File: config.mk
export PLATFORM = sky130hd
export DESIGN_NAME = twr_sequencer
export DESIGN_NICKNAME = d
export VERILOG_FILES = /design/src/hdl/twr_pkg.sv /design/src/hdl/twr_sequencer.sv
export VERILOG_INCLUDE_DIRS = /design/src /design/src/hdl
export SDC_FILE = /design/constraint.sdc
export NUM_CORES = 1
export LEC_CHECK = 0
export ABC_AREA = 1
export BUFFER_PORTS_ARGS = -buffer_cell sky130_fd_sc_hd__buf_4
export CORE_UTILIZATION = 35
export CTS_BUF_LIST = sky130_fd_sc_hd__clkbuf_8
export DETAILED_ROUTE_END_ITERATION = 8
export PLACE_DENSITY = 0.53
export SLEW_MARGIN = 20
export SYNTH_ARGS = -nofsm -noshare
export SYNTH_HDL_FRONTEND = slang
export SYNTH_SLANG_ARGS = --single-unit
File: constraint.sdc
create_clock -name core_clk_i -period 3.1 [get_ports core_clk_i]
set_input_delay 0 -clock core_clk_i [delete_from_list [all_inputs] [get_ports core_clk_i]]
set_output_delay 0 -clock core_clk_i [all_outputs]
set_load 0.02 [all_outputs]
File: src/hdl/twr_params.svh
// Purpose: constants of the write-reverse data-control sequencer
// Assumes: core clock of 40 MHz
// Notes:   control flops reset to zero, except state, which resets to TWR_IDLE (4'h1)
`ifndef TWR_PARAMS_SVH
`define TWR_PARAMS_SVH
`define TWR_CLK_PERIOD_NS  25
`define TWR_STEP_DELAY_NS  1000
`define TWR_STEP_CYCLES    ((`TWR_STEP_DELAY_NS + `TWR_CLK_PERIOD_NS - 1) / `TWR_CLK_PERIOD_NS)
`define TWR_WORD_W         36
`define TWR_HALF_W         18
`define TWR_CHAR_W         6
`define TWR_LAST_STROBE    2'h2
`define TWR_STEP_CNT_W     6
`endif

File: src/hdl/twr_pkg.sv
// Purpose: types shared by the write-reverse sequencer
// Assumes: nothing
// Notes:   step numbers 1..6 name the internal timing pulses
package twr_pkg;
  typedef enum logic [3:0] {
    TWR_IDLE        = 4'h1,
    TWR_DELAY       = 4'h2,
    TWR_WAIT_WORD   = 4'h4,
    TWR_WAIT_STROBE = 4'h8
  } twr_state_t;

  typedef logic [2:0] twr_step_t;

  // step number to one-hot timing pulse lane
  function automatic logic [5:0] twr_step_onehot(input twr_step_t s);
    case (s)
      3'h1:    twr_step_onehot = 6'h01;
      3'h2:    twr_step_onehot = 6'h02;
      3'h3:    twr_step_onehot = 6'h04;
      3'h4:    twr_step_onehot = 6'h08;
      3'h5:    twr_step_onehot = 6'h10;
      3'h6:    twr_step_onehot = 6'h20;
      default: twr_step_onehot = 6'h00;
    endcase
  endfunction
endpackage

File: src/hdl/twr_sequencer.sv
// Purpose: write-reverse data-control sequencer of a tape controller
// Assumes: all inputs synchronous to core_clk_i; strobes are one-cycle pulses
// Notes:   bit 0 of a word is its lowest order bit
`timescale 1ns/1ps
`default_nettype none
`include "twr_params.svh"

// Contract
// - control load starts sequencing and runs timing pulses three to six.
// - reverse writing puts the lowest three bits of each character out first.
// - shift register reorders buffer so the low 18-bit half is written first.
// - pulses four to six load low half; pulses one, two present lowest six bits.
// - first and second tape strobes each shift the next six bits to the buffer.
// - third strobe runs pulses one to six: clear, load high half, request word.
// - after pulse six, pulses one, two present the high half's low six bits.
// - last strobe of a word readies registers; new word repeats the sequence.
// - overrun flag set when tape needs data not yet delivered; transfer halts.
// - data load fills both buffer halves and clears the word request.
// - pulse five moves second half to first, shift register to second, clears.
// - half swap repeats pulse four; it toggles at counter zero in reverse.
module twr_sequencer (
  input  wire logic                       core_clk_i,           // core clock
  input  wire logic                       reset_i,              // async reset, high
  input  wire logic                       control_load_pulse_i, // start command
  input  wire logic                       data_load_pulse_i,    // host word strobe
  input  wire logic [`TWR_WORD_W-1:0]     data_word_i,          // host data word
  input  wire logic                       tape_strobe_i,        // per-character strobe
  input  wire logic                       reverse_motion_cmd_i, // reverse direction
  output logic      [`TWR_CHAR_W-1:0]     read_write_buffer_o,  // character to tape
  output logic                            char_ready_o,         // new character pulse
  output logic      [5:0]                 seq_timing_pulse_o,   // pulses one..six
  output logic                            word_request_flag_o,  // word wanted
  output logic                            word_pending_flag_o,  // word awaited
  output logic                            data_overrun_flag_o,  // data missed
  output logic                            half_swap_flag_o,     // swap in progress
  output logic                            write_setup_flag_o,   // positioning pass
  output logic                            half_counter_o,       // half in progress
  output logic                            busy_o                // sequencer active
);
  import twr_pkg::*;

  localparam int STEP_CYC = `TWR_STEP_CYCLES;
  localparam int STEP_P1  = `TWR_STEP_CYCLES + 1;
  localparam int STEP_X3  = 3 * `TWR_STEP_CYCLES + 1;
  localparam logic [`TWR_STEP_CNT_W-1:0] DLY_LOAD = `TWR_STEP_CNT_W'(`TWR_STEP_CYCLES - 1);

  twr_state_t                  state;
  twr_step_t                   step;
  logic [`TWR_STEP_CNT_W-1:0]  dly;
  logic [1:0]                  strb_cnt;
  logic                        full_seq;
  logic                        first_word;
  logic [`TWR_HALF_W-1:0]      buf_first;
  logic [`TWR_HALF_W-1:0]      buf_second;
  logic [`TWR_HALF_W-1:0]      char_shift_reg;
  logic [5:0]                  fire;
  logic                        strobe_taken;
  logic                        overrun_hit;
  logic                        word_taken;

  // a pulse fires when the step delay has run out
  assign fire         = (state == TWR_DELAY && dly == '0) ? twr_step_onehot(step) : 6'h00;
  assign strobe_taken = tape_strobe_i && state == TWR_WAIT_STROBE;
  assign overrun_hit  = tape_strobe_i && state == TWR_WAIT_WORD && !first_word;
  assign word_taken   = data_load_pulse_i && word_request_flag_o;
  assign busy_o       = (state != TWR_IDLE);

  // step sequencer; a restart command overrides whatever is in flight
  always_ff @(posedge core_clk_i or posedge reset_i) begin
    if (reset_i) begin
      state <= TWR_IDLE;
      step  <= 3'h0;
      dly   <= '0;
    end else if (control_load_pulse_i) begin
      state <= TWR_DELAY;
      step  <= 3'h3;
      dly   <= DLY_LOAD;
    end else begin
      case (state)
        TWR_DELAY: begin
          if (dly != '0) begin
            dly <= dly - 1'b1;
          end else begin
            dly <= DLY_LOAD;
            case (step)
              3'h1: step <= 3'h2;
              3'h2: begin
                if (full_seq) step <= 3'h3;
                else state <= TWR_WAIT_STROBE;
              end
              3'h3: begin
                if (!half_counter_o) state <= TWR_WAIT_WORD;
                else step <= 3'h4;
              end
              3'h4: step <= 3'h5;
              3'h5: step <= half_swap_flag_o ? 3'h4 : 3'h6;
              3'h6: begin
                if (write_setup_flag_o) step <= 3'h1;
                else state <= TWR_WAIT_STROBE;
              end
              default: state <= TWR_IDLE;
            endcase
          end
        end
        TWR_WAIT_WORD: begin
          if (overrun_hit) begin
            state <= TWR_IDLE;
          end else if (word_pending_flag_o && !word_request_flag_o) begin
            state <= TWR_DELAY;
            step  <= 3'h4;
            dly   <= DLY_LOAD;
          end
        end
        TWR_WAIT_STROBE: begin
          if (tape_strobe_i) begin
            state <= TWR_DELAY;
            step  <= 3'h1;
            dly   <= DLY_LOAD;
          end
        end
        TWR_IDLE: state <= TWR_IDLE;
        default:  state <= TWR_IDLE;
      endcase
    end
  end

  // strobe counting: the third strobe of a half runs the full pulse chain
  always_ff @(posedge core_clk_i or posedge reset_i) begin
    if (reset_i) begin
      strb_cnt <= 2'h0;
      full_seq <= 1'b0;
    end else if (control_load_pulse_i) begin
      strb_cnt <= 2'h0;
      full_seq <= 1'b0;
    end else if (strobe_taken) begin
      if (strb_cnt == `TWR_LAST_STROBE) begin
        strb_cnt <= 2'h0;
        full_seq <= 1'b1;
      end else begin
        strb_cnt <= strb_cnt + 2'h1;
      end
    end else if (fire[2]) begin
      full_seq <= 1'b0;
    end
  end

  // character shift register
  always_ff @(posedge core_clk_i or posedge reset_i) begin
    if (reset_i) begin
      char_shift_reg <= '0;
    end else if (fire[2]) begin
      char_shift_reg <= '0;
    end else if (fire[3]) begin
      char_shift_reg <= buf_first;
    end else if (fire[4] && half_swap_flag_o) begin
      char_shift_reg <= '0;
    end else if (fire[0] && !write_setup_flag_o && !full_seq) begin
      char_shift_reg <= {6'h00, char_shift_reg[`TWR_HALF_W-1:`TWR_CHAR_W]};
    end
  end

  // two-half buffer; the host may refill it only while a word is requested
  always_ff @(posedge core_clk_i or posedge reset_i) begin
    if (reset_i) begin
      buf_first  <= '0;
      buf_second <= '0;
    end else if (word_taken) begin
      buf_first  <= data_word_i[`TWR_WORD_W-1:`TWR_HALF_W];
      buf_second <= data_word_i[`TWR_HALF_W-1:0];
    end else if (fire[4]) begin
      buf_first  <= buf_second;
      buf_second <= char_shift_reg;
    end
  end

  // word request and pending flags; a set in the clearing cycle wins
  always_ff @(posedge core_clk_i or posedge reset_i) begin
    if (reset_i) begin
      word_request_flag_o <= 1'b0;
      word_pending_flag_o <= 1'b0;
    end else begin
      if (control_load_pulse_i || (fire[5] && half_counter_o)) word_request_flag_o <= 1'b1;
      else if (word_taken) word_request_flag_o <= 1'b0;
      if (fire[2] && !half_counter_o) word_pending_flag_o <= 1'b1;
      else if (fire[4] || control_load_pulse_i) word_pending_flag_o <= 1'b0;
    end
  end

  // swap, setup and half counter flags
  always_ff @(posedge core_clk_i or posedge reset_i) begin
    if (reset_i) begin
      half_swap_flag_o   <= 1'b0;
      write_setup_flag_o <= 1'b0;
      half_counter_o     <= 1'b0;
    end else if (control_load_pulse_i) begin
      half_swap_flag_o   <= 1'b0;
      write_setup_flag_o <= 1'b0;
      half_counter_o     <= 1'b0;
    end else begin
      if (fire[3] && reverse_motion_cmd_i && !half_counter_o)
        half_swap_flag_o <= !half_swap_flag_o;
      if (fire[3] && reverse_motion_cmd_i) write_setup_flag_o <= 1'b1;
      else if (fire[1]) write_setup_flag_o <= 1'b0;
      if (fire[5]) half_counter_o <= !half_counter_o;
    end
  end

  // overrun flag; only a new control load clears it
  always_ff @(posedge core_clk_i or posedge reset_i) begin
    if (reset_i) begin
      data_overrun_flag_o <= 1'b0;
      first_word          <= 1'b0;
    end else begin
      if (overrun_hit) data_overrun_flag_o <= 1'b1;
      else if (control_load_pulse_i) data_overrun_flag_o <= 1'b0;
      if (control_load_pulse_i) first_word <= 1'b1;
      else if (fire[3]) first_word <= 1'b0;
    end
  end

  // character out: the three low bits lead so they reach tape first
  always_ff @(posedge core_clk_i or posedge reset_i) begin
    if (reset_i) begin
      read_write_buffer_o <= '0;
      char_ready_o        <= 1'b0;
      seq_timing_pulse_o  <= 6'h00;
    end else begin
      seq_timing_pulse_o <= fire;
      char_ready_o       <= fire[1] && !full_seq;
      if (fire[1] && !full_seq)
        read_write_buffer_o <= {char_shift_reg[2:0], char_shift_reg[5:3]};
    end
  end

  // last delivered word, read only by the checks below
  logic [`TWR_WORD_W-1:0] chk_word;
  always_ff @(posedge core_clk_i or posedge reset_i) begin
    if (reset_i) chk_word <= '0;
    else if (word_taken) chk_word <= data_word_i;
  end
endmodule // twr_sequencer
`default_nettype wire

==> metrics.csv <==
stage,metric,value,unit
cells_and_area,FILL cells,1226,
grt,gr ovfl total,0,
worst_setup_path,Worst R2R End,full_seq,
synthesis,sequential share of the synthesized area,50.8,%
clocking,clk_lat worst skew,0.38,ns
worst_setup_path,Worst path most repeated cell,nand2_1,
detailed_routing,total number of vias,3950,
worst_setup_path,critical path launch point type,flop,
synthesis,syn_nets,602,
sta,final setup fails,0,
detailed_routing,drt via density,4.77,
sta,fin crit share,66.9,%
worst_setup_path,path depth of the worst reg2reg path,8,
synthesis,Post-synth EDFFs,0,
power,pwr dens,534,mW/mm²
sta,Slew HR,48.7,%
worst_setup_path,"Slowest-stage cell, CP",dfrtp_1,
synthesis,Yosys reg bits,90,
sta,fin crit period,2.07,ns
cells_and_area,number of diodes,0,
grt,antenna violations before repair,0,
synthesis,cells after synthesis,559,
placed_design,Setup WS pre-CTS,1.03,ns
detailed_routing,number of remaining DRC errors,0,
grt,vias in the first global route,3844,
power,combinational power share,25.6,%
worst_setup_path,Worst Setup Path Type,reg -> reg,
sta,worst slew pin tran,0.769,ns
floorplanning,core footprint,0.0122,mm²
sta,Final Hold Fails,0,
clocking,CTS clock-pin slew for the worst setup and hold paths,0.09,ns
floorplanning,die height,115,µm
floorplanning,IO Pins,62,
sta,skew final,0.0182,ns
worst_setup_path,"CP delay by family, top",simple AND/OR/NAND/NOR gates,
outcome,status,"finished, final reports clean",
power,Net Sw Frac,35.7,%
synthesis,"area leader, netlist",dfrtp_1,
worst_setup_path,r2r setup slk,1.03,ns
synthesis,number of synthesis warnings,0,
detailed_routing,routed len/inst,13.9,µm
grt,first-pass GRT wire length,19300,µm
clocking,H-tree depth,3,
clocking,clock sinks,90,
power,VDD IR max,0.000231,V
placed_design,Port Buffers,61,
floorplanning,FP Rows,40,
clocking,Post-CTS Setup Repair Bufs,0,
clocking,root buf cell,clkbuf_8,
detailed_routing,Routed Antenna Nets,0,
worst_setup_path,"critical path, cell by cell",inv_1 > ha_1 > nand3_2 > nor2_8 > nand2_1 > nand2_1 > nand3_1 > a21oi_1,
power,Leak,2.92,nW
clocking,CTS tree,yes,
synthesis,unique cell type count in the Yosys netlist,32,
detailed_routing,Initial DRT Pass Iterations,4,
sta,setup TNS,0,ns
min_path,Hold Crit Start,reverse_motion_cmd_i,
worst_setup_path,CP Data Required Time,3.40,ns
sta,unrepaired setup endpoints after global routing,false,
worst_setup_path,Worst path max stage delay,0.39,ns
power,Clk pwr share,26.0,%
min_path,worst hold stages,4,
sta,Max Slew Vio Count,0,
worst_setup_path,Critical R2R Launch,dly[0],
floorplanning,Die ar.,0.0131,mm²
cells_and_area,final core occ,45.9,%
cells_and_area,layout cells sized above 1,16.8,%
cells_and_area,Area Overhead vs Synth,25.9,%
synthesis,Mapped Area,0.00443,mm²
sta,fmax,482,MHz
worst_setup_path,Buf/Inv on CP,1,
min_path,HP Class,in -> reg,
placed_design,routability cong.,0.848,
detailed_routing,DR iter-0 viols,248,
cells_and_area,nets,698,
min_path,Hold EP,write_setup_flag_o,
synthesis,Yosys top cell area share,50.2,%
sta,post-route setup slack,1.03,ns
worst_setup_path,critical-path maximum fanout,15,
clocking,clock buffer count from CTS,9,
detailed_routing,WL final,11500,µm
placed_design,"number of placed instances, taps included",772,
clocking,Clock Path Buffers,2,
grt,largest net degree at the start of global routing,37,
placed_design,Post-DP HPWL,7920,µm
power,Pint,1.92,mW
floorplanning,Die X,115,µm
grt,Total GRT Usage,19.3,%
synthesis,Syn Area/Cell,7.93,µm²
cells_and_area,post-route insts no fill,828,
worst_setup_path,"Data arrival, critical path",2.38,ns
synthesis,synth top area cells,"dfrtp_1, nand2_1, nand3_1, nor2_1, inv_1",
synthesis,asr flop ratio synth,100,%
power,sequential power share,48.4,%
power,Switch Pwr,1.06,mW
floorplanning,Initial Util,36.5,%
worst_setup_path,Crit. End Element,flop,
run,Max Cap Violations,0,
synthesis,Post-synth top flop,dfrtp_1,
power,total power,2.98,mW
## per-stage QoR
step	area (µm²)	hold WS [ns]
floorplan	4430	0.0966
global placement	4990	0.107
detailed placement	4990	0.110
CTS	5580	0.0330
global route	5580	0.0592
finish	5580	0.0412
## cell usage in the layout, fill, tap and decap left out, types with 2 or more instances in the layout
| master | netlist | layout |
|---|---|---|
| clkbuf_8 | 0 | 10 |
| nor2_4 | 3 | 3 |
| o211ai_2 | 4 | 4 |
| inv_6 | 1 | 4 |
| dfrtp_1 | 89 | 89 |
| nor3_1 | 6 | 6 |
| o21ai_1 | 6 | 6 |
| dlygate4sd3_1 | 0 | 40 |
| nand2_1 | 184 | 184 |
| a21oi_1 | 4 | 4 |
| inv_2 | 4 | 4 |
| clkinvlp_4 | 0 | 2 |
| nor2_2 | 6 | 6 |
| o21ai_0 | 13 | 13 |
| o22ai_1 | 17 | 17 |
| clkinv_2 | 0 | 2 |
| buf_4 | 3 | 65 |
| nand2_4 | 3 | 3 |
| nor2_1 | 62 | 62 |
| inv_1 | 43 | 42 |
| nand3_2 | 3 | 3 |
| nand4_1 | 6 | 6 |
| nand3_1 | 75 | 75 |
## how the worst max path moves through the flow
stage | startpoint | endpoint | slack [ns] | cells past startpoint
finish | dly[0] | full_seq | 1.03 | 8
global route | dly[0] | full_seq | 0.78 | 8
CTS | dly[0] | buf_second[10] | 0.98 | 8
detailed placement | dly[0] | buf_second[10] | 1.03 | 8
global placement | dly[0] | buf_second[10] | 1.12 | 8
floorplan | reset_i | buf_first[0] | 0.77 | 1
## cell type report
type | count | area (µm²) | share of cell area (%)
Clock buffer | 10 | 138 | 2.47
Multi-Input combinational cell | 400 | 1850 | 33.2
Inverter | 49 | 193 | 3.45
Tap cell | 168 | 210 | 3.77
Sequential cell | 90 | 2250 | 40.4
Clock inverter | 6 | 46.3 | 0.830
Timing Repair Buffer | 105 | 888 | 15.9
## layer usage
metal / global-route usage, % / share of wire [%] / vias up
li1: - / - / 1997
met5: 0 / 0 / -
met2: 28.8 / 44 / 84
met4: 6.67 / 1.5 / 0
met3: 3.97 / 4.0 / 12
met1: 27.7 / 50 / 1857
## cell usage after synthesis (all sizes together) (4+ instances only)
library cell    n
a21oi           4
clkbuf          6
o22ai          17
o21ai          20
nand2         188
nand4           6
inv            49
nor2           72
buf            14
nand3          78
nor3            6
o211ai          5
dfrtp          89
## power by group through the flow
| stage | logic (mW) | clock network [mW] | registers (mW) |
|---|---|---|---|
| after global routing | 0.885 | 0.843 | 1.46 |
| after global placement | 0.714 | 0 | 1.46 |
| after CTS | 0.766 | 0.791 | 1.44 |
| after detailed placement | 0.725 | 0 | 1.46 |
| final | 0.763 | 0.773 | 1.44 |
| after floorplan | 0.582 | 0 | 1.41 |
## worst min-delay path: stages
cell and delay, ns:
buf_4 0.08, inv_1 0.03, nor2_1 0.13, o21a_1 0.14
## cell families (layout without fill, tap and decap cells)
logic type | after synthesis | in the layout | share of synthesized area, %
and+or+nand+nor | 351 | 351 | 34.6
adders and majority gates | 1 | 1 | 0.282
buffers and inverters | 69 | 170 | 7.42
AOI/OAI and AO/OA | 48 | 48 | 6.83
DFF | 90 | 90 | 50.8
## repair_timing
action	4_1_cts	5_1_grt
hold buffers	40	0
gates resized for setup	0	0
hold endpoints to repair	73	0
(Power assumes the default switching activity.)
